==> config.mk <==
export PLATFORM = sky130hd
export DESIGN_NAME = sgmii_an_irq_loopback_regs
export DESIGN_NICKNAME = d
export VERILOG_FILES = /design/src/hdl/sgmii_regs_pkg.sv /design/src/hdl/sync_rise.sv /design/src/hdl/sgmii_an_irq_loopback_regs.sv
export SDC_FILE = /design/constraint.sdc
export NUM_CORES = 1
export LEC_CHECK = 0
export ABC_AREA = 1
export BUFFER_PORTS_ARGS = -buffer_cell sky130_fd_sc_hd__buf_2
export CAP_MARGIN = 20
export CORE_MARGIN = 2
export CORE_UTILIZATION = 43
export CTS_CLUSTER_SIZE = 40
export DETAILED_ROUTE_END_ITERATION = 10
export GPL_TIMING_DRIVEN = 0
export PLACE_DENSITY = 0.8
export SLEW_MARGIN = 10
export SYNTH_ARGS = -nofsm -noshare
export SYNTH_HDL_FRONTEND = slang
export SYNTH_SLANG_ARGS = --single-unit
==> constraint.sdc <==
create_clock -name mclk -period 1.6 [get_ports mclk]
set_input_delay 0.32 -clock mclk [delete_from_list [all_inputs] [get_ports mclk]]
set_output_delay 0.32 -clock mclk [all_outputs]
set_load 0.02 [all_outputs]
==> src/hdl/sgmii_regs_pkg.sv <==
package sgmii_regs_pkg;

  // ==========================================================
  // Bus shape
  localparam int APB_AW = 12;
  localparam int APB_DW = 32;

  // ==========================================================
  // Register indices; byte address is four times the index
  localparam logic [9:0] IDX_CONTROL     = 10'h000;
  localparam logic [9:0] IDX_AN_IRQ_CTRL = 10'h010;
  localparam logic [9:0] IDX_LB_POS_CTRL = 10'h011;
  localparam logic [9:0] IDX_EVT_STATUS  = 10'h020;
  localparam logic [9:0] IDX_EVT_MASK    = 10'h021;

  localparam logic [APB_AW-1:0] ADDR_CONTROL     = {IDX_CONTROL, 2'b00};
  localparam logic [APB_AW-1:0] ADDR_AN_IRQ_CTRL = {IDX_AN_IRQ_CTRL, 2'b00};
  localparam logic [APB_AW-1:0] ADDR_LB_POS_CTRL = {IDX_LB_POS_CTRL, 2'b00};
  localparam logic [APB_AW-1:0] ADDR_EVT_STATUS  = {IDX_EVT_STATUS, 2'b00};
  localparam logic [APB_AW-1:0] ADDR_EVT_MASK    = {IDX_EVT_MASK, 2'b00};

  // ==========================================================
  // Field positions
  localparam int CTRL_LB_EN_BIT  = 14;
  localparam int AN_IRQ_EN_BIT   = 0;
  localparam int AN_IRQ_STAT_BIT = 1;
  localparam int LB_POS_BIT      = 0;
  localparam int EVT_AN_DONE_BIT = 0;
  localparam int EVT_LB_MOVE_BIT = 1;
  localparam int EVT_W           = 2;

  // ==========================================================
  // Values after reset
  localparam logic             LB_EN_RST    = 1'b0;
  localparam logic             AN_EN_RST    = 1'b1;
  localparam logic             AN_STAT_RST  = 1'b0;
  localparam logic             LB_POS_RST   = 1'b0;
  localparam logic [EVT_W-1:0] EVT_STAT_RST = 2'h0;
  localparam logic [EVT_W-1:0] EVT_MASK_RST = 2'h0;

  // ==========================================================
  // Cycle counts
  localparam logic [1:0] STRAP_SETTLE = 2'h3;

endpackage

==> src/hdl/sync_rise.sv <==
module sync_rise (
  input  wire logic mclk,
  input  wire logic nrst,
  input  wire logic din,
  output logic      level,
  output logic      rise
);

  logic stage1;
  logic stage2;
  logic stage3;

  // ==========================================================
  // Two-flop synchroniser; only stage2 reads stage1
  always_ff @(posedge mclk or negedge nrst) begin
    if (!nrst) begin
      stage1 <= 1'b0;
      stage2 <= 1'b0;
      stage3 <= 1'b0;
    end else begin
      stage1 <= din;
      stage2 <= stage1;
      stage3 <= stage2;
    end
  end

  assign level = stage2;
  assign rise  = stage2 & ~stage3;

endmodule

==> src/hdl/sgmii_an_irq_loopback_regs.sv <==
// How it works
// With the interrupt enabled, every completed auto-negotiation sets the status flag in bit 1 of the irq register.
// Once set, the flag stays set until software writes a zero to that bit or to the enable bit.
// While the enable bit is zero the flag is held at zero.
// The client interrupt output is the stored flag itself.
// Bit 0 of the irq register is a read/write enable that comes out of reset as one.
// Position bit zero puts enabled loopback inside the MAC, just ahead of the transceiver interface.
// Position bit one puts enabled loopback inside the serial transceiver.
// The position bit only chooses where; control bit 14 switches loopback on and off.
// The position bit starts from the static configuration attribute, not from a constant.
// Reserved bits read as zero and ignore writes.
module sgmii_an_irq_loopback_regs
  import sgmii_regs_pkg::*;
(
  input  wire logic              mclk,
  input  wire logic              nrst,
  input  wire logic              psel,
  input  wire logic              penable,
  input  wire logic              pwrite,
  input  wire logic [APB_AW-1:0] paddr,
  input  wire logic [APB_DW-1:0] pwdata,
  output logic      [APB_DW-1:0] prdata,
  output logic                   pready,
  output logic                   pslverr,
  input  wire logic              anComplete,
  input  wire logic              loopback_position_default_attr,
  output logic                   autoneg_irq_out,
  output logic                   loopbackInMac,
  output logic                   loopbackInTransceiver,
  output logic                   irq
);

  // ==========================================================
  // State
  logic             loopEnable;
  logic             irqEnable;
  logic             loopPos;
  logic [EVT_W-1:0] evtStatus;
  logic [EVT_W-1:0] evtMask;
  logic [1:0]       captCnt;
  logic             captured;

  // ==========================================================
  // Synchronised pins
  logic anLevel;
  logic anRise;
  logic attrLevel;

  sync_rise u_an_sync (
    .mclk  (mclk),
    .nrst  (nrst),
    .din   (anComplete),
    .level (anLevel),
    .rise  (anRise)
  );

  sync_rise u_attr_sync (
    .mclk  (mclk),
    .nrst  (nrst),
    .din   (loopback_position_default_attr),
    .level (attrLevel),
    .rise  ()
  );

  // ==========================================================
  // Bus decode
  wire setupPhase = psel & ~penable;
  wire doWrite    = psel & penable & pready & pwrite;

  wire hitCtrl  = (paddr == ADDR_CONTROL);
  wire hitAn    = (paddr == ADDR_AN_IRQ_CTRL);
  wire hitLb    = (paddr == ADDR_LB_POS_CTRL);
  wire hitEvt   = (paddr == ADDR_EVT_STATUS);
  wire hitMask  = (paddr == ADDR_EVT_MASK);
  wire hitAny   = hitCtrl | hitAn | hitLb | hitEvt | hitMask;

  wire wrCtrl = doWrite & hitCtrl;
  wire wrAn   = doWrite & hitAn;
  wire wrLb   = doWrite & hitLb;
  wire wrEvt  = doWrite & hitEvt;
  wire wrMask = doWrite & hitMask;

  // ==========================================================
  // Next values
  wire next_irqEnable = wrAn ? pwdata[AN_IRQ_EN_BIT] : irqEnable;

  // Only a written zero clears; a written one is ignored so software cannot fake completion
  wire anClearReq = wrAn & ~pwdata[AN_IRQ_STAT_BIT];

  // Set beats clear; a disabled interrupt always forces zero
  wire next_anFlag = next_irqEnable & (anRise | (autoneg_irq_out & ~anClearReq));

  // Attribute capture wins over a write racing it right after reset
  wire strapLoad = ~captured & (captCnt == STRAP_SETTLE);
  wire next_loopPos = strapLoad ? attrLevel : (wrLb ? pwdata[LB_POS_BIT] : loopPos);

  wire next_loopEnable = wrCtrl ? pwdata[CTRL_LB_EN_BIT] : loopEnable;

  wire lbMoved = (next_loopPos != loopPos) & next_loopEnable;

  wire [EVT_W-1:0] evtRaise;
  assign evtRaise[EVT_AN_DONE_BIT] = anRise;
  assign evtRaise[EVT_LB_MOVE_BIT] = lbMoved;

  wire [EVT_W-1:0] evtClear = wrEvt ? pwdata[EVT_W-1:0] : {EVT_W{1'b0}};
  wire [EVT_W-1:0] next_evtStatus = evtRaise | (evtStatus & ~evtClear);
  wire [EVT_W-1:0] next_evtMask   = wrMask ? pwdata[EVT_W-1:0] : evtMask;
  // Uses the mask as it will stand, so irq never lags a mask write
  wire next_irq = |(next_evtStatus & next_evtMask);

  // ==========================================================
  // Read mux, reserved bits zero
  wire [APB_DW-1:0] rdCtrl = {{(APB_DW-CTRL_LB_EN_BIT-1){1'b0}}, loopEnable, {CTRL_LB_EN_BIT{1'b0}}};
  wire [APB_DW-1:0] rdAn   = {{(APB_DW-2){1'b0}}, autoneg_irq_out, irqEnable};
  wire [APB_DW-1:0] rdLb   = {{(APB_DW-1){1'b0}}, loopPos};
  wire [APB_DW-1:0] rdEvt  = {{(APB_DW-EVT_W){1'b0}}, evtStatus};
  wire [APB_DW-1:0] rdMask = {{(APB_DW-EVT_W){1'b0}}, evtMask};

  wire [APB_DW-1:0] rdMux = hitCtrl ? rdCtrl :
                            hitAn   ? rdAn   :
                            hitLb   ? rdLb   :
                            hitEvt  ? rdEvt  :
                            hitMask ? rdMask : {APB_DW{1'b0}};

  // ==========================================================
  // Bus slave: one wait-free access phase
  always_ff @(posedge mclk or negedge nrst) begin
    if (!nrst) begin
      pready  <= 1'b0;
      pslverr <= 1'b0;
      prdata  <= 32'h0000_0000;
    end else begin
      pready  <= setupPhase;
      pslverr <= setupPhase & ~hitAny;
      if (setupPhase) begin
        prdata <= pwrite ? 32'h0000_0000 : rdMux;
      end
    end
  end

  // ==========================================================
  // Auto-negotiation interrupt
  always_ff @(posedge mclk or negedge nrst) begin
    if (!nrst) begin
      irqEnable       <= AN_EN_RST;
      autoneg_irq_out <= AN_STAT_RST;
    end else begin
      irqEnable       <= next_irqEnable;
      autoneg_irq_out <= next_anFlag;
    end
  end

  // ==========================================================
  // Loopback control
  always_ff @(posedge mclk or negedge nrst) begin
    if (!nrst) begin
      captCnt  <= 2'h0;
      captured <= 1'b0;
    end else if (!captured) begin
      captCnt  <= captCnt + 2'h1;
      captured <= strapLoad;
    end
  end

  always_ff @(posedge mclk or negedge nrst) begin
    if (!nrst) begin
      loopPos    <= LB_POS_RST;
      loopEnable <= LB_EN_RST;
    end else begin
      loopPos    <= next_loopPos;
      loopEnable <= next_loopEnable;
    end
  end

  // Outputs follow the stored bits one cycle later, so they never glitch on a write
  always_ff @(posedge mclk or negedge nrst) begin
    if (!nrst) begin
      loopbackInMac         <= 1'b0;
      loopbackInTransceiver <= 1'b0;
    end else begin
      loopbackInMac         <= loopEnable & ~loopPos;
      loopbackInTransceiver <= loopEnable & loopPos;
    end
  end

  // ==========================================================
  // Event status and mask
  always_ff @(posedge mclk or negedge nrst) begin
    if (!nrst) begin
      evtStatus <= EVT_STAT_RST;
      evtMask   <= EVT_MASK_RST;
      irq       <= 1'b0;
    end else begin
      evtStatus <= next_evtStatus;
      if (wrMask) begin
        evtMask <= pwdata[EVT_W-1:0];
      end
      irq <= next_irq;
    end
  end
endmodule

# --- Word level (Yosys, flattened, before mapping) ---
# Cells that the tools add are included.
classes:
  n_addsub: 1
  eq_ne: 6
  muxes: 13
  n_bitwise: 34
  n_reduce_logical: 2
op_table:
  columns: ["op", "count"]
  rows:
  - ["2-to-1 mux 15 bit", 2]
  - ["== test 12 x 7 -> 1 bit, second input constant", 2]
  - ["== test 12 x 8 -> 1 bit, second input constant", 2]
  - ["bitwise AND 1 bit", 18]
  - ["logical NOT 12 bit", 1]
  - ["2-to-1 mux 2 bit", 6]
  - ["inverter 1 bit", 7]
  - ["2-to-1 mux 1 bit", 5]
  - ["OR 1 bit", 5]
  - ["bitwise AND 2 bit", 2]
  - ["adder 2 x 1 -> 2 bit, second input constant", 1]
  - ["== test 2 bit, second input constant", 1]
  - ["inverter 2 bit", 1]
  - ["OR 2 bit", 1]
  - ["OR reduction 2 bit", 1]
  - ["!= test 1 bit", 1]
totals:
  register_bits: 53
  input_bits: 51
  output_inout_bits: 38
  elab_cells: 75

# --- Depth between registers and ports, before layout ---
# Gate-level depths: netlist (run 1).
depth:
  ltp_word: 11
  mapped_depth: 12
  mapped_depth_nobuf: 12

# --- Cells and area by module ---
# A second synthesis (run 1) with hierarchy kept.
unflattened:
  cells_unflattened: 164
  area_unflattened_um2: 1443.9
modules_own_cells:
  columns: ["mod", "instances", "cells_each", "area_each_um2", "seq_area_each_um2"]
  rows:
  - ["sgmii_an_irq_loopback_regs", 1, 154, 1273.7, 476.7]
  - ["sync_rise", 2, 5, 85.1, 75.1]

# --- Least setup slack after synthesis (run 1) ---
# No wires, ideal clock.
synth_path:
  kind: "register -> register"
  from: "register pready"
  to: "register irq"
  setup_ns: 0.064
  arrival_ns: 1.315
  t_required_ns: 1.536
  slack_ns: 0.221
  path_stages_with_launch: 11
  path_buffers: 0
  synth_period_minus_slack_ns: 1.379
  path_cell_list: "dfrtp_1 -> nand3_1 -> nor2_4 -> inv_1 -> nor2_4 -> nand2_2 -> o21ai_2 -> nand3_2 -> nand2_2 -> nand2_2 -> nand2_2"
synth_via:
  elab_cells_between_ends: 18
  cone_classes: "1 x eq/ne; 5 x mux; 11 x bitwise; 1 x reduce/logical"
synth_lines:
  columns: ["item", "line", "source"]
  rows:
  - ["start, declared", "sgmii_an_irq_loopback_regs.sv:23", "output logic pready,"]
  - ["start signal, assigned", "sgmii_an_irq_loopback_regs.sv:133", "pready <= setupPhase;"]
  - ["bitwise AND 1 bit (2 in series)", "sgmii_an_irq_loopback_regs.sv:68", "wire doWrite = psel & penable & pready & pwrite;"]
  - ["bitwise AND 1 bit", "sgmii_an_irq_loopback_regs.sv:77", "wire wrCtrl = doWrite & hitCtrl;"]
  - ["2-to-1 mux 1 bit", "sgmii_an_irq_loopback_regs.sv:97", "wire next_loopEnable = wrCtrl ? pwdata[CTRL_LB_EN_BIT] : loopEnable;"]
  - ["via next_loopEnable", "sgmii_an_irq_loopback_regs.sv:97", null]
  - ["bitwise AND 1 bit", "sgmii_an_irq_loopback_regs.sv:99", "wire lbMoved = (next_loopPos != loopPos) & next_loopEnable;"]
  - ["OR 2 bit", "sgmii_an_irq_loopback_regs.sv:106", "wire [EVT_W-1:0] next_evtStatus = evtRaise | (evtStatus & ~evtClear);"]
  - ["via next_evtStatus[1]", "sgmii_an_irq_loopback_regs.sv:106", null]
  - ["bitwise AND 2 bit", "sgmii_an_irq_loopback_regs.sv:109", "wire next_irq = |(next_evtStatus & next_evtMask);"]
  - ["OR reduction 2 bit", "sgmii_an_irq_loopback_regs.sv:109", null]
  - ["via next_irq", "sgmii_an_irq_loopback_regs.sv:109", null]
  - ["end signal, assigned", "sgmii_an_irq_loopback_regs.sv:198", "irq <= next_irq;"]
  - ["end, declared", "sgmii_an_irq_loopback_regs.sv:30", "output logic irq"]
# The timed path passes the listed nets, and every way through them passes these cells.
# A chain may end at the register's enable or synchronous reset.

# --- Worst setup path after layout (run 1) ---
layout_path:
  from: "register captCnt[0]"
  to: "register irq"
layout_via:
  elab_chain_len: 8
layout_rtl:
  columns: ["item", "line", "source"]
  rows:
  - ["start, declared", "sgmii_an_irq_loopback_regs.sv:40", "logic [1:0] captCnt;"]
  - ["start signal, assigned", "sgmii_an_irq_loopback_regs.sv:160", "captCnt <= captCnt + 2'h1;"]
  - ["== test 2 bit", "sgmii_an_irq_loopback_regs.sv:94", "wire strapLoad = ~captured & (captCnt == STRAP_SETTLE);"]
  - ["bitwise AND 1 bit", "sgmii_an_irq_loopback_regs.sv:94", null]
  - ["2-to-1 mux 1 bit", "sgmii_an_irq_loopback_regs.sv:95", "wire next_loopPos = strapLoad ? attrLevel : (wrLb ? pwdata[LB_POS_BIT] : loopPos);"]
  - ["!= test 1 bit", "sgmii_an_irq_loopback_regs.sv:99", null]
  - ["bitwise AND 1 bit", "sgmii_an_irq_loopback_regs.sv:99", null]
  - ["OR 2 bit", "sgmii_an_irq_loopback_regs.sv:106", null]
  - ["via next_evtStatus[1]", "sgmii_an_irq_loopback_regs.sv:106", null]
  - ["bitwise AND 2 bit", "sgmii_an_irq_loopback_regs.sv:109", null]
  - ["OR reduction 2 bit", "sgmii_an_irq_loopback_regs.sv:109", null]
  - ["via next_irq", "sgmii_an_irq_loopback_regs.sv:109", null]
# The timed path passes the listed nets, and every way through them passes these cells.

==> out/metrics.cfg, run 1 <==
[sta]
tns_ps = 0
hold_viol_final = 0
setup_violations = 0
skew_ps = 3.57
timing.final.crit_share_pct = 89.7
rsz0062_at_grt = false
max_slew_margin_pct = 66.2
post-route-min-period_ps = 1440
timing.fmax_mhz = 697
slew_viol_final = 0
tightest_slew_ps = 507

[detailed_routing]
drt_iter0_markers = 50
final_antenna_net_count = 0
wl_mm = 2.28
drt-pass1-iter-count = 4
drc = 0
wl_per_cell_um = 8.44
vias_per_cell = 4.12
via_count = 1113

[power_and_ir_drop]
clkPwrFrac_pct = 33.9
max-vdd-ir-drop_mv = 0.591
pwr-share-comb_pct = 17.6
p_per_area_nw_per_um2 = 701
pwr-share-seq_pct = 48.5
p_sw_uw = 326
p_int_uw = 961
swShare_pct = 25.4
p_leak_uw = 0.00103

[setup_path]
cp-startpoint = captCnt[0]
ff2ff_setup_slack_ps = 160
crit_arrival_ps = 1710
crit_required_ps = 1870
rr_startpoint = captCnt[0]
endpoint = irq
cp-start-kind = register
crit_fanout = 3
regToRegEndpoint = irq
critPathKind = reg -> reg
reg2reg_depth = 10
crit_path_end_kind = register

[cts]
ctsHtreeMaxLevel = 1
cts_sinks = 24
postCtsSetupRepairBufs = 0
cts_tree = yes
root_buffer = clkbuf_4
post_cts_resized = 0
cts_buffers = 3
clk_pin_slew_ps = 130
cts_buffer_depth = 2
holdBufCountCts = 1
insertion_delay_ps = 320

[yosys]
synth.largest_area_cell = dfrtp_1
syn_area_um2 = 1460
synthTopCellsByArea = dfrtp_1, buf_4, nand2_1
syn_avg_cell_area_um2 = 9.08
synth.top_cell.area_share_pct = 39.4
yosysWarnings = 0
syn_inst = 161
ys_seq_area_share_pct = 41.2
yosysUniqueCellTypes = 30
yosys_register_bits = 24

[run_status]
status = complete, no violations

[finish]
final_cell_mix = buf_2, buf_4, conb_1
antennaDiodeCount = 0
area_growth_pct = 25.7
stdcell_area_um2 = 1840
layout_commonest_cell = buf_2
fin_nets = 277
drive_above_1_share_pct = 45.1

[die]
initial_core_util_pct = 44.1
rows = 21
die_area_um2 = 3880
core_region_area_um2 = 3310
die_h_um = 62.3
die_w_um = 62.3
io_pins = 89

[global_route]
grt_pass1_wl_mm = 4.04
grt-busiest-layer = met2
antenna_found_initial = 0
grt_pass1_vias = 1044
grt_max_degree = 25
grtUsageMet2_pct = 23.6
use_met3_pct = 4.53
grt_util_met1_pct = 14.3
grt_usage_pct = 12.7
gr-total-overflow = 0

[placed_design]
place.gp.congestion = 0.853
io_buffers = 30
post_dp_cell_area_um2 = 1770
dp_hpwl_mm = 1.95

[run]
cap_viol_max_count = 0

[min_path]
hold_path_class = in -> reg

-- power by group through the flow --
stage               registers [µW]  clock network, µW  logic [µW]
floorplan                      642                  0         163
global placement               636                  0         222
detailed placement             636                  0         224
CTS                            625                446         226
global route                   626                468         248
finish                         624                436         227
-- layout make-up --
type                       instances  area, µm²
multi-input combinational        115        668
timing repair buffer              31        160
inverter                          21       78.8
buffer                            29        218
clock buffer                       3       22.5
clock inverter                     1       30.0
sequential                        24        602
fill                             319       1470
tap                               46       57.6
-- cell families after synthesis --
kind of cell,count (synthesis),synth area share (%)
AO/OA/AOI/OAI,11,5.14
XOR/XNOR,1,0.599
adder cells (fa/ha/maj),1,0.856
buffers and inverters,50,20.3
flip-flops,24,41.2
multiplexers,1,0.770
other,1,0.257
AND/OR/NAND/NOR,72,30.9
-- synth_stat cells, drive strengths merged --
| cell type | n |
|---|---|
| ha | 1 |
| xnor2 | 1 |
| o31ai | 1 |
| a21boi | 1 |
| o21ai | 7 |
| nand3 | 12 |
| dfrtp | 23 |
| mux2 | 1 |
| nand2 | 31 |
| o41ai | 1 |
| conb | 1 |
| inv | 21 |
| nor2 | 18 |
| nand4 | 5 |
| nor3 | 4 |
| or2 | 2 |
| o21a | 1 |
| buf | 29 |
| dfstp | 1 |
-- worst min path at each step --
stage                                    from            endpoint  slack (ps)  cells past startpoint
3_3_place_gp                             nrst  u_attr_sync.stage1         320                      1
3_5_place_dp                             nrst  u_attr_sync.stage1         330                      1
6_report       loopback_position_default_attr  u_attr_sync.stage1          90                      1
5_1_grt        loopback_position_default_attr  u_attr_sync.stage1          70                      1
2_1_floorplan                            nrst     autoneg_irq_out          20                      0
4_1_cts        loopback_position_default_attr  u_attr_sync.stage1          80                      1
-- stage by stage --
stage / total power [µW] / hold WS [ps] / instances / util, % / worst slack [ps]
after floorplan: 805 / 24.4 / 189 / - / 221
after global placement: 858 / 319 / 265 / 53.6 / 87.2
after detailed placement: 860 / 326 / 265 / 53.6 / 44.1
after CTS: 1300 / 84.0 / 270 / 55.5 / 142
after global routing: 1340 / 68.6 / 270 / 55.5 / 7.89
final: 1290 / 93.7 / 270 / 55.5 / 165
-- critical path, stage by stage (launching register included) --
cell	delay, ps
dfrtp_1	390
ha_1	160
inv_1	40
nor2_1	110
inv_1	90
or2_2	270
nand3_1	100
nand3_2	70
nand2_2	70
nand2_2	50
nand2_2	40
-- flip-flops by register name (all words and copies together) (netlist names) --
name / count
irqEnable: 1
evtStatus: 2
loopbackInMac: 1
pready: 1
u_an_sync.stage3: 1
autoneg_irq_out: 1
loopEnable: 1
loopbackInTransceiver: 1
irq: 1
evtMask: 2
captured: 1
captCnt: 2
loopPos: 1
pslverr: 1
u_attr_sync.stage1: 1
u_attr_sync.level: 1
prdata: 3
u_an_sync.stage1: 1
u_an_sync.level: 1
-- metal layers --
| layer | part of all wire (%) | vias up |
|---|---|---|
| met5 | 0 | - |
| met4 | 0.35 | 0 |
| met3 | 7.9 | 2 |
| met2 | 50 | 45 |
| met1 | 41 | 489 |
| li1 | - | 577 |
No activity file was read; power rests on OpenSTA's default activity.
==> run 2: changes to the inputs <==
--- a/config.mk
+++ b/config.mk
@@ -14,7 +14,7 @@
 export DETAILED_ROUTE_END_ITERATION = 10
 export GPL_TIMING_DRIVEN = 0
 export PLACE_DENSITY = 0.8
-export SLEW_MARGIN = 10
+export SLEW_MARGIN = 15
 export SYNTH_ARGS = -nofsm -noshare
 export SYNTH_HDL_FRONTEND = slang
 export SYNTH_SLANG_ARGS = --single-unit
==> constraint.sdc (replaced) <==
create_clock -name mclk -period 1.6 [get_ports mclk]
set_input_delay 0 -clock mclk [delete_from_list [all_inputs] [get_ports mclk]]
set_output_delay 0 -clock mclk [all_outputs]
set_load 0.02 [all_outputs]
==> run 2 against run 1 <==
Against the previous run:
- first-iteration DRC count increased by 4.0%
- combinational power up 6%
- clock power decreased by 0.9%
- routed wire length increased by 3.4%
- via count rose by 2.3%
==> out/metrics.cfg, run 2 (synthesis gave the netlist of run 1 again) <==
[min_path]
worstHoldStart = paddr[7]
holdPathStages = 4  ; +3
hold_end = prdata[14]
hold_path_class = in -> reg

[detailed_routing]
wl_per_cell_um = 8.51  ; +0.81%
drc = 0  ; unchanged
drt-pass1-iter-count = 4  ; unchanged
vias_per_cell = 4.11  ; -0.25%
final_antenna_net_count = 0  ; unchanged
via_count = 1139  ; +2.3%
drt_iter0_markers = 52  ; +4.0%
wl_mm = 2.36  ; +3.4%

[power_and_ir_drop]
p_per_area_nw_per_um2 = 680  ; -3.0%
p_leak_uw = 0.00106  ; +3.0%
max-vdd-ir-drop_mv = 0.590  ; about the same

[sta]
whs_ps = 22.7  ; -71.0 ps
max_slew_margin_pct = 66.1  ; -0.11 points
rsz0062_at_grt = false
tns_ps = 0  ; unchanged
timing.final.crit_share_pct = 89.8  ; about the same
slew_viol_final = 0  ; unchanged
tightest_slew_ps = 508  ; +1.58 ps
hold_viol_final = 0  ; unchanged
timing.fmax_mhz = 696  ; about the same
setup_violations = 0  ; unchanged
post-route-min-period_ps = 1440  ; +1.08 ps
skew_ps = 2.83  ; -0.744 ps

[global_route]
grt_pass1_vias = 1081  ; +3.5%
grt_usage_pct = 13.2  ; +0.47 points
gr-total-overflow = 0  ; unchanged
antenna_found_initial = 0  ; unchanged
grt_max_degree = 25  ; unchanged
grt_pass1_wl_mm = 4.19  ; +3.8%

[die]
die_w_um = 62.3  ; unchanged
initial_core_util_pct = 44.1  ; unchanged
die_h_um = 62.3  ; unchanged
die_area_um2 = 3880  ; unchanged
core_region_area_um2 = 3310  ; unchanged
io_pins = 89  ; unchanged
rows = 21  ; unchanged

[finish]
drive_above_1_share_pct = 43.7  ; -1.4 points
largest_reg_flops = 3  ; unchanged
fillCellCount = 313  ; -1.9%
top_register = prdata
layout_commonest_cell = buf_2
multi_input_area_um2 = 668  ; unchanged
area_growth_pct = 30.5
antennaDiodeCount = 0  ; unchanged
fin_nets = 284  ; +2.5%
regArea_um2 = 602  ; unchanged
final_cell_mix = buf_2, buf_4, conb_1

[setup_path]
rr_startpoint = captCnt[0]
crit_fanout = 3  ; unchanged
reg2reg_depth = 10  ; unchanged
regToRegEndpoint = irq
crit_path_end_kind = register
cp-start-kind = register
critPathKind = reg -> reg
crit_top_cell = nand2_2
crit_required_ps = 1870  ; about the same
crit_arrival_ps = 1700  ; about the same
path_cells = ha_1, inv_1, nor2_1, inv_1, or2_2, nand3_1, nand3_2, nand2_2, nand2_2, nand2_2
cp_slowest_cell = dfrtp_1
ff2ff_setup_slack_ps = 160  ; about the same
max_stage_delay_ps = 380  ; about the same

[cts]
cts_buffer_depth = 2  ; unchanged
post_cts_resized = 0  ; unchanged
cts_buffers = 3  ; unchanged
clk_pin_slew_ps = 130  ; about the same
root_buffer = clkbuf_4
ctsHtreeMaxLevel = 1  ; unchanged
cts_tree = yes
cts_sinks = 24  ; unchanged
postCtsSetupRepairBufs = 0  ; unchanged
insertion_delay_ps = 310  ; about the same

[run_status]
status = complete, no violations

[placed_design]
io_buffers = 30  ; unchanged
place.gp.congestion = 0.853  ; unchanged
dp_hpwl_mm = 1.95  ; unchanged

[run]
cap_viol_max_count = 0  ; unchanged

-- run 2: changes by cell type in the layout (fill, tap and decap cells not counted), sizes merged --
cell / change
dlygate4sd3: +7
-- run 2: through the flow --
step | worst slack (ps) | util, % | cells | total power [µW] | instance area (µm²)
2_1_floorplan | 221 | - | 189 | 805 | 1570
3_3_place_gp | 200 | 53.6 | 265 | 858 | 1770
3_5_place_dp | 177 | 53.6 | 265 | 860 | 1770
4_1_cts | 142 | 57.6 | 277 | 1310 | 1910
5_1_grt | 7.89 | 57.6 | 277 | 1360 | 1910
6_report | 164 | 57.6 | 277 | 1300 | 1910
-- run 2: per-layer routing --
metal,up-vias,global-route usage [%],share of wire (%)
li1,589,-,-
met1,507,14.9,42
met2,41,24.7,51
met3,2,4.35,6.4
met4,0,1.67,0.34
met5,-,0,0
-- run 2: worst max-delay path, delay by kind of cell (launching register included) --
kind                       cells  cell delay [ps]
buffers and inverters          2              130
DFF                            1              380
and+or+nand+nor                7              710
adders and majority gates      1              160
-- run 2: repair_timing --
item	4_1_cts	5_1_grt
setup endpoints to repair	0	0
endpoints found under the hold margin	34	0
hold buffers	8	0
-- run 2: layout make-up --
| type | count | area share, % |
|---|---|---|
| plain buffers | 29 | 11.4 |
| clock buffers | 3 | 1.18 |
| clock inverters | 1 | 1.57 |
| inverters | 21 | 4.13 |
| multi-input cells | 115 | 35.0 |
| flip-flops and latches | 24 | 31.6 |
| well taps | 46 | 3.02 |
| repair buffers | 38 | 12.1 |
-- run 2: report_power, final --
group | switching, µW | total (µW) | internal (µW) | leakage [µW]
Sequential | 4.92 | 624 | 619 | 0.000280
Combinational | 141 | 240 | 99.1 | 0.000755
Clock | 179 | 432 | 253 | 0.0000279
-- run 2: worst max-delay path by stage --
stage | startpoint | endpoint | slack [ps] | cells after the start
2_1_floorplan | pready | irq | 220 | 10
3_5_place_dp | captCnt[0] | irq | 180 | 10
6_report | captCnt[0] | irq | 160 | 10
4_1_cts | captCnt[0] | irq | 140 | 10
3_3_place_gp | captCnt[0] | irq | 200 | 10
5_1_grt | captCnt[0] | irq | 8 | 10
==> run 3: changes to the inputs <==
--- a/config.mk
+++ b/config.mk
@@ -17,4 +17,5 @@
 export SLEW_MARGIN = 15
 export SYNTH_ARGS = -nofsm -noshare
 export SYNTH_HDL_FRONTEND = slang
+export SYNTH_HIERARCHICAL = 1
 export SYNTH_SLANG_ARGS = --single-unit
==> run 3 against run 2 <==
Against the previous run:
- final cell count shrank 0.36%
- sequential share of layout area grew 0.76 points
- routed wire length decreased by 1.8%
- synthesized area is 3.6% lower
- count of clock-buffer cells in the layout is the same
- clock power is essentially flat
- total power shrank 0.80%
- clock skew increased by 2.3 ps
- synthesized cell count is the same
- largest cell class unchanged
- setup slack improved by 12 ps
- critical endpoint unchanged
==> out/metrics.cfg, run 3 <==
[sta]
tns_ps = 0  ; unchanged
setup_violations = 0  ; unchanged
tightest_slew_ps = 525  ; +16.4 ps
timing.fmax_mhz = 702  ; +0.86%
timing.final.crit_share_pct = 89.0  ; -0.77 points
max_slew_margin_pct = 65.0  ; -1.1 points
skew_ps = 5.17  ; +2.35 ps
hold_viol_final = 0  ; unchanged
post-route-min-period_ps = 1420  ; -12.3 ps
rsz0062_at_grt = false
slew_viol_final = 0  ; unchanged

[global_route]
grt_usage_pct = 13.3  ; +0.15 points
grt_pass1_vias = 965  ; -11%
grt_max_degree = 25  ; unchanged
grt_pass1_wl_mm = 3.67  ; -12%
gr-total-overflow = 0  ; unchanged
antenna_found_initial = 0  ; unchanged

[setup_path]
path_cells = ha_1, inv_1, nor2_1, inv_1, or2_2, nand3_1, nand3_2, nand2_2, nand2_2, nand2_2
crit_required_ps = 1870  ; about the same
ff2ff_setup_slack_ps = 180  ; about the same
crit_path_end_kind = register
max_stage_delay_ps = 390  ; about the same
crit_top_cell = nand2_2
reg2reg_depth = 10  ; unchanged
cp.depth = 10  ; unchanged
cp-start-kind = register
critPathKind = reg -> reg
cp_slowest_cell = dfrtp_1
crit_buf_inv = 2  ; unchanged
rr_startpoint = captCnt[0]
regToRegEndpoint = irq
crit_arrival_ps = 1690  ; about the same
crit_fanout = 3  ; unchanged
cp_top_family = simple AND/OR/NAND/NOR gates

[die]
die_h_um = 61.2  ; -1.7%
die_w_um = 61.2  ; -1.7%
die_area_um2 = 3750  ; -3.4%
initial_core_util_pct = 45.8  ; +1.6 points
core_region_area_um2 = 3080  ; -7.0%
rows = 20  ; -4.8%
io_pins = 89  ; unchanged

[run_status]
status = complete, no violations

[cts]
root_buffer = clkbuf_4
cts_buffer_depth = 2  ; unchanged
clk_pin_slew_ps = 130  ; about the same
cts_tree = yes
holdBufCountCts = 9  ; +1
cts_buffers = 3  ; unchanged
insertion_delay_ps = 320  ; about the same
cts_sinks = 24  ; unchanged
postCtsSetupRepairBufs = 0  ; unchanged
post_cts_resized = 0  ; unchanged
ctsHtreeMaxLevel = 1  ; unchanged

[detailed_routing]
wl_mm = 2.31  ; -1.8%
drt-pass1-iter-count = 4  ; unchanged
drc = 0  ; unchanged
via_count = 1100  ; -3.4%
vias_per_cell = 3.99  ; -3.1%
wl_per_cell_um = 8.38  ; -1.4%
final_antenna_net_count = 0  ; unchanged
drt_iter0_markers = 36  ; -31%

[finish]
largest_reg_flops = 3  ; unchanged
regArea_um2 = 602  ; unchanged
final_cell_mix = buf_2, buf_4, conb_1
layout_commonest_cell = buf_2
area_growth_pct = 32.1
multi_input_area_um2 = 616  ; -7.9%
drive_above_1_share_pct = 38.8  ; -4.9 points
fillCellCount = 290  ; -7.3%
fin_nets = 285  ; +0.35%
top_register = prdata
antennaDiodeCount = 0  ; unchanged
stdcell_area_um2 = 1860  ; -2.4%

[yosys]
syn_avg_cell_area_um2 = 8.75  ; -3.6%
syn_inst = 161  ; unchanged
syn_area_um2 = 1410  ; -3.6%
yosysWarnings = 6  ; +6

[run]
cap_viol_max_count = 0  ; unchanged

[min_path]
holdPathStages = 4  ; unchanged
worstHoldStart = paddr[7]
hold_path_class = in -> reg
hold_end = prdata[14]

[placed_design]
post_dp_cell_area_um2 = 1720  ; -3.1%
io_buffers = 30  ; unchanged
dp_hpwl_mm = 1.85  ; -5.0%
place.gp.congestion = 0.826  ; -3.1%

[power_and_ir_drop]
p_per_area_nw_per_um2 = 691  ; +1.6%
max-vdd-ir-drop_mv = 0.615  ; +4.2%
p_leak_uw = 0.00102  ; -3.9%

-- run 3: worst max path at each step --
stage                          start   to  slack [ps]
after CTS                 captCnt[0]  irq         150
after floorplan               pready  irq         220
after global placement    captCnt[0]  irq         210
after detailed placement  captCnt[0]  irq         180
after global routing          pready  irq          60
final                     captCnt[0]  irq         180
-- run 3: power by group --
part	leakage (µW)	total (µW)	internal, µW	switching (µW)
clock network	0.0000279	432	253	179
logic	0.000719	229	97.1	132
registers	0.000274	624	619	5.17
total	0.00102	1290	970	316
-- run 3: metal layers --
| metal | share of wire [%] | GRT usage (%) | up-vias |
|---|---|---|---|
| met3 | 6.3 | 4.41 | 2 |
| met1 | 44 | 15.3 | 471 |
| met5 | 0 | 0 | - |
| met4 | 0.56 | 2.80 | 0 |
| met2 | 49 | 24.0 | 34 |
| li1 | - | - | 593 |
-- run 3: through the flow --
step	power [µW]	setup slack [ps]	hold slack, ps	util (%)	instances
2_1_floorplan	793	216	-296	-	189
3_3_place_gp	845	211	2.65	55.9	263
3_5_place_dp	847	182	2.82	55.9	263
4_1_cts	1300	148	0.253	60.5	276
5_1_grt	1350	59.7	14.9	60.5	276
6_report	1290	176	8.62	60.5	276
-- run 3: area by class of cell --
class                   count  area share (%)
multi-input cells         115            33.1
repair buffers             39            12.9
clock buffers               3            1.21
clock inverters             1            1.61
inverters                  21            4.23
well taps                  44            2.96
flip-flops and latches     24            32.3
plain buffers              29            11.7
-- run 3: worst min-delay path, delay by kind of cell --
kind,cells,cell delay [ps]
simple gates,2,130
buf+inv,1,110
compound gates,1,60
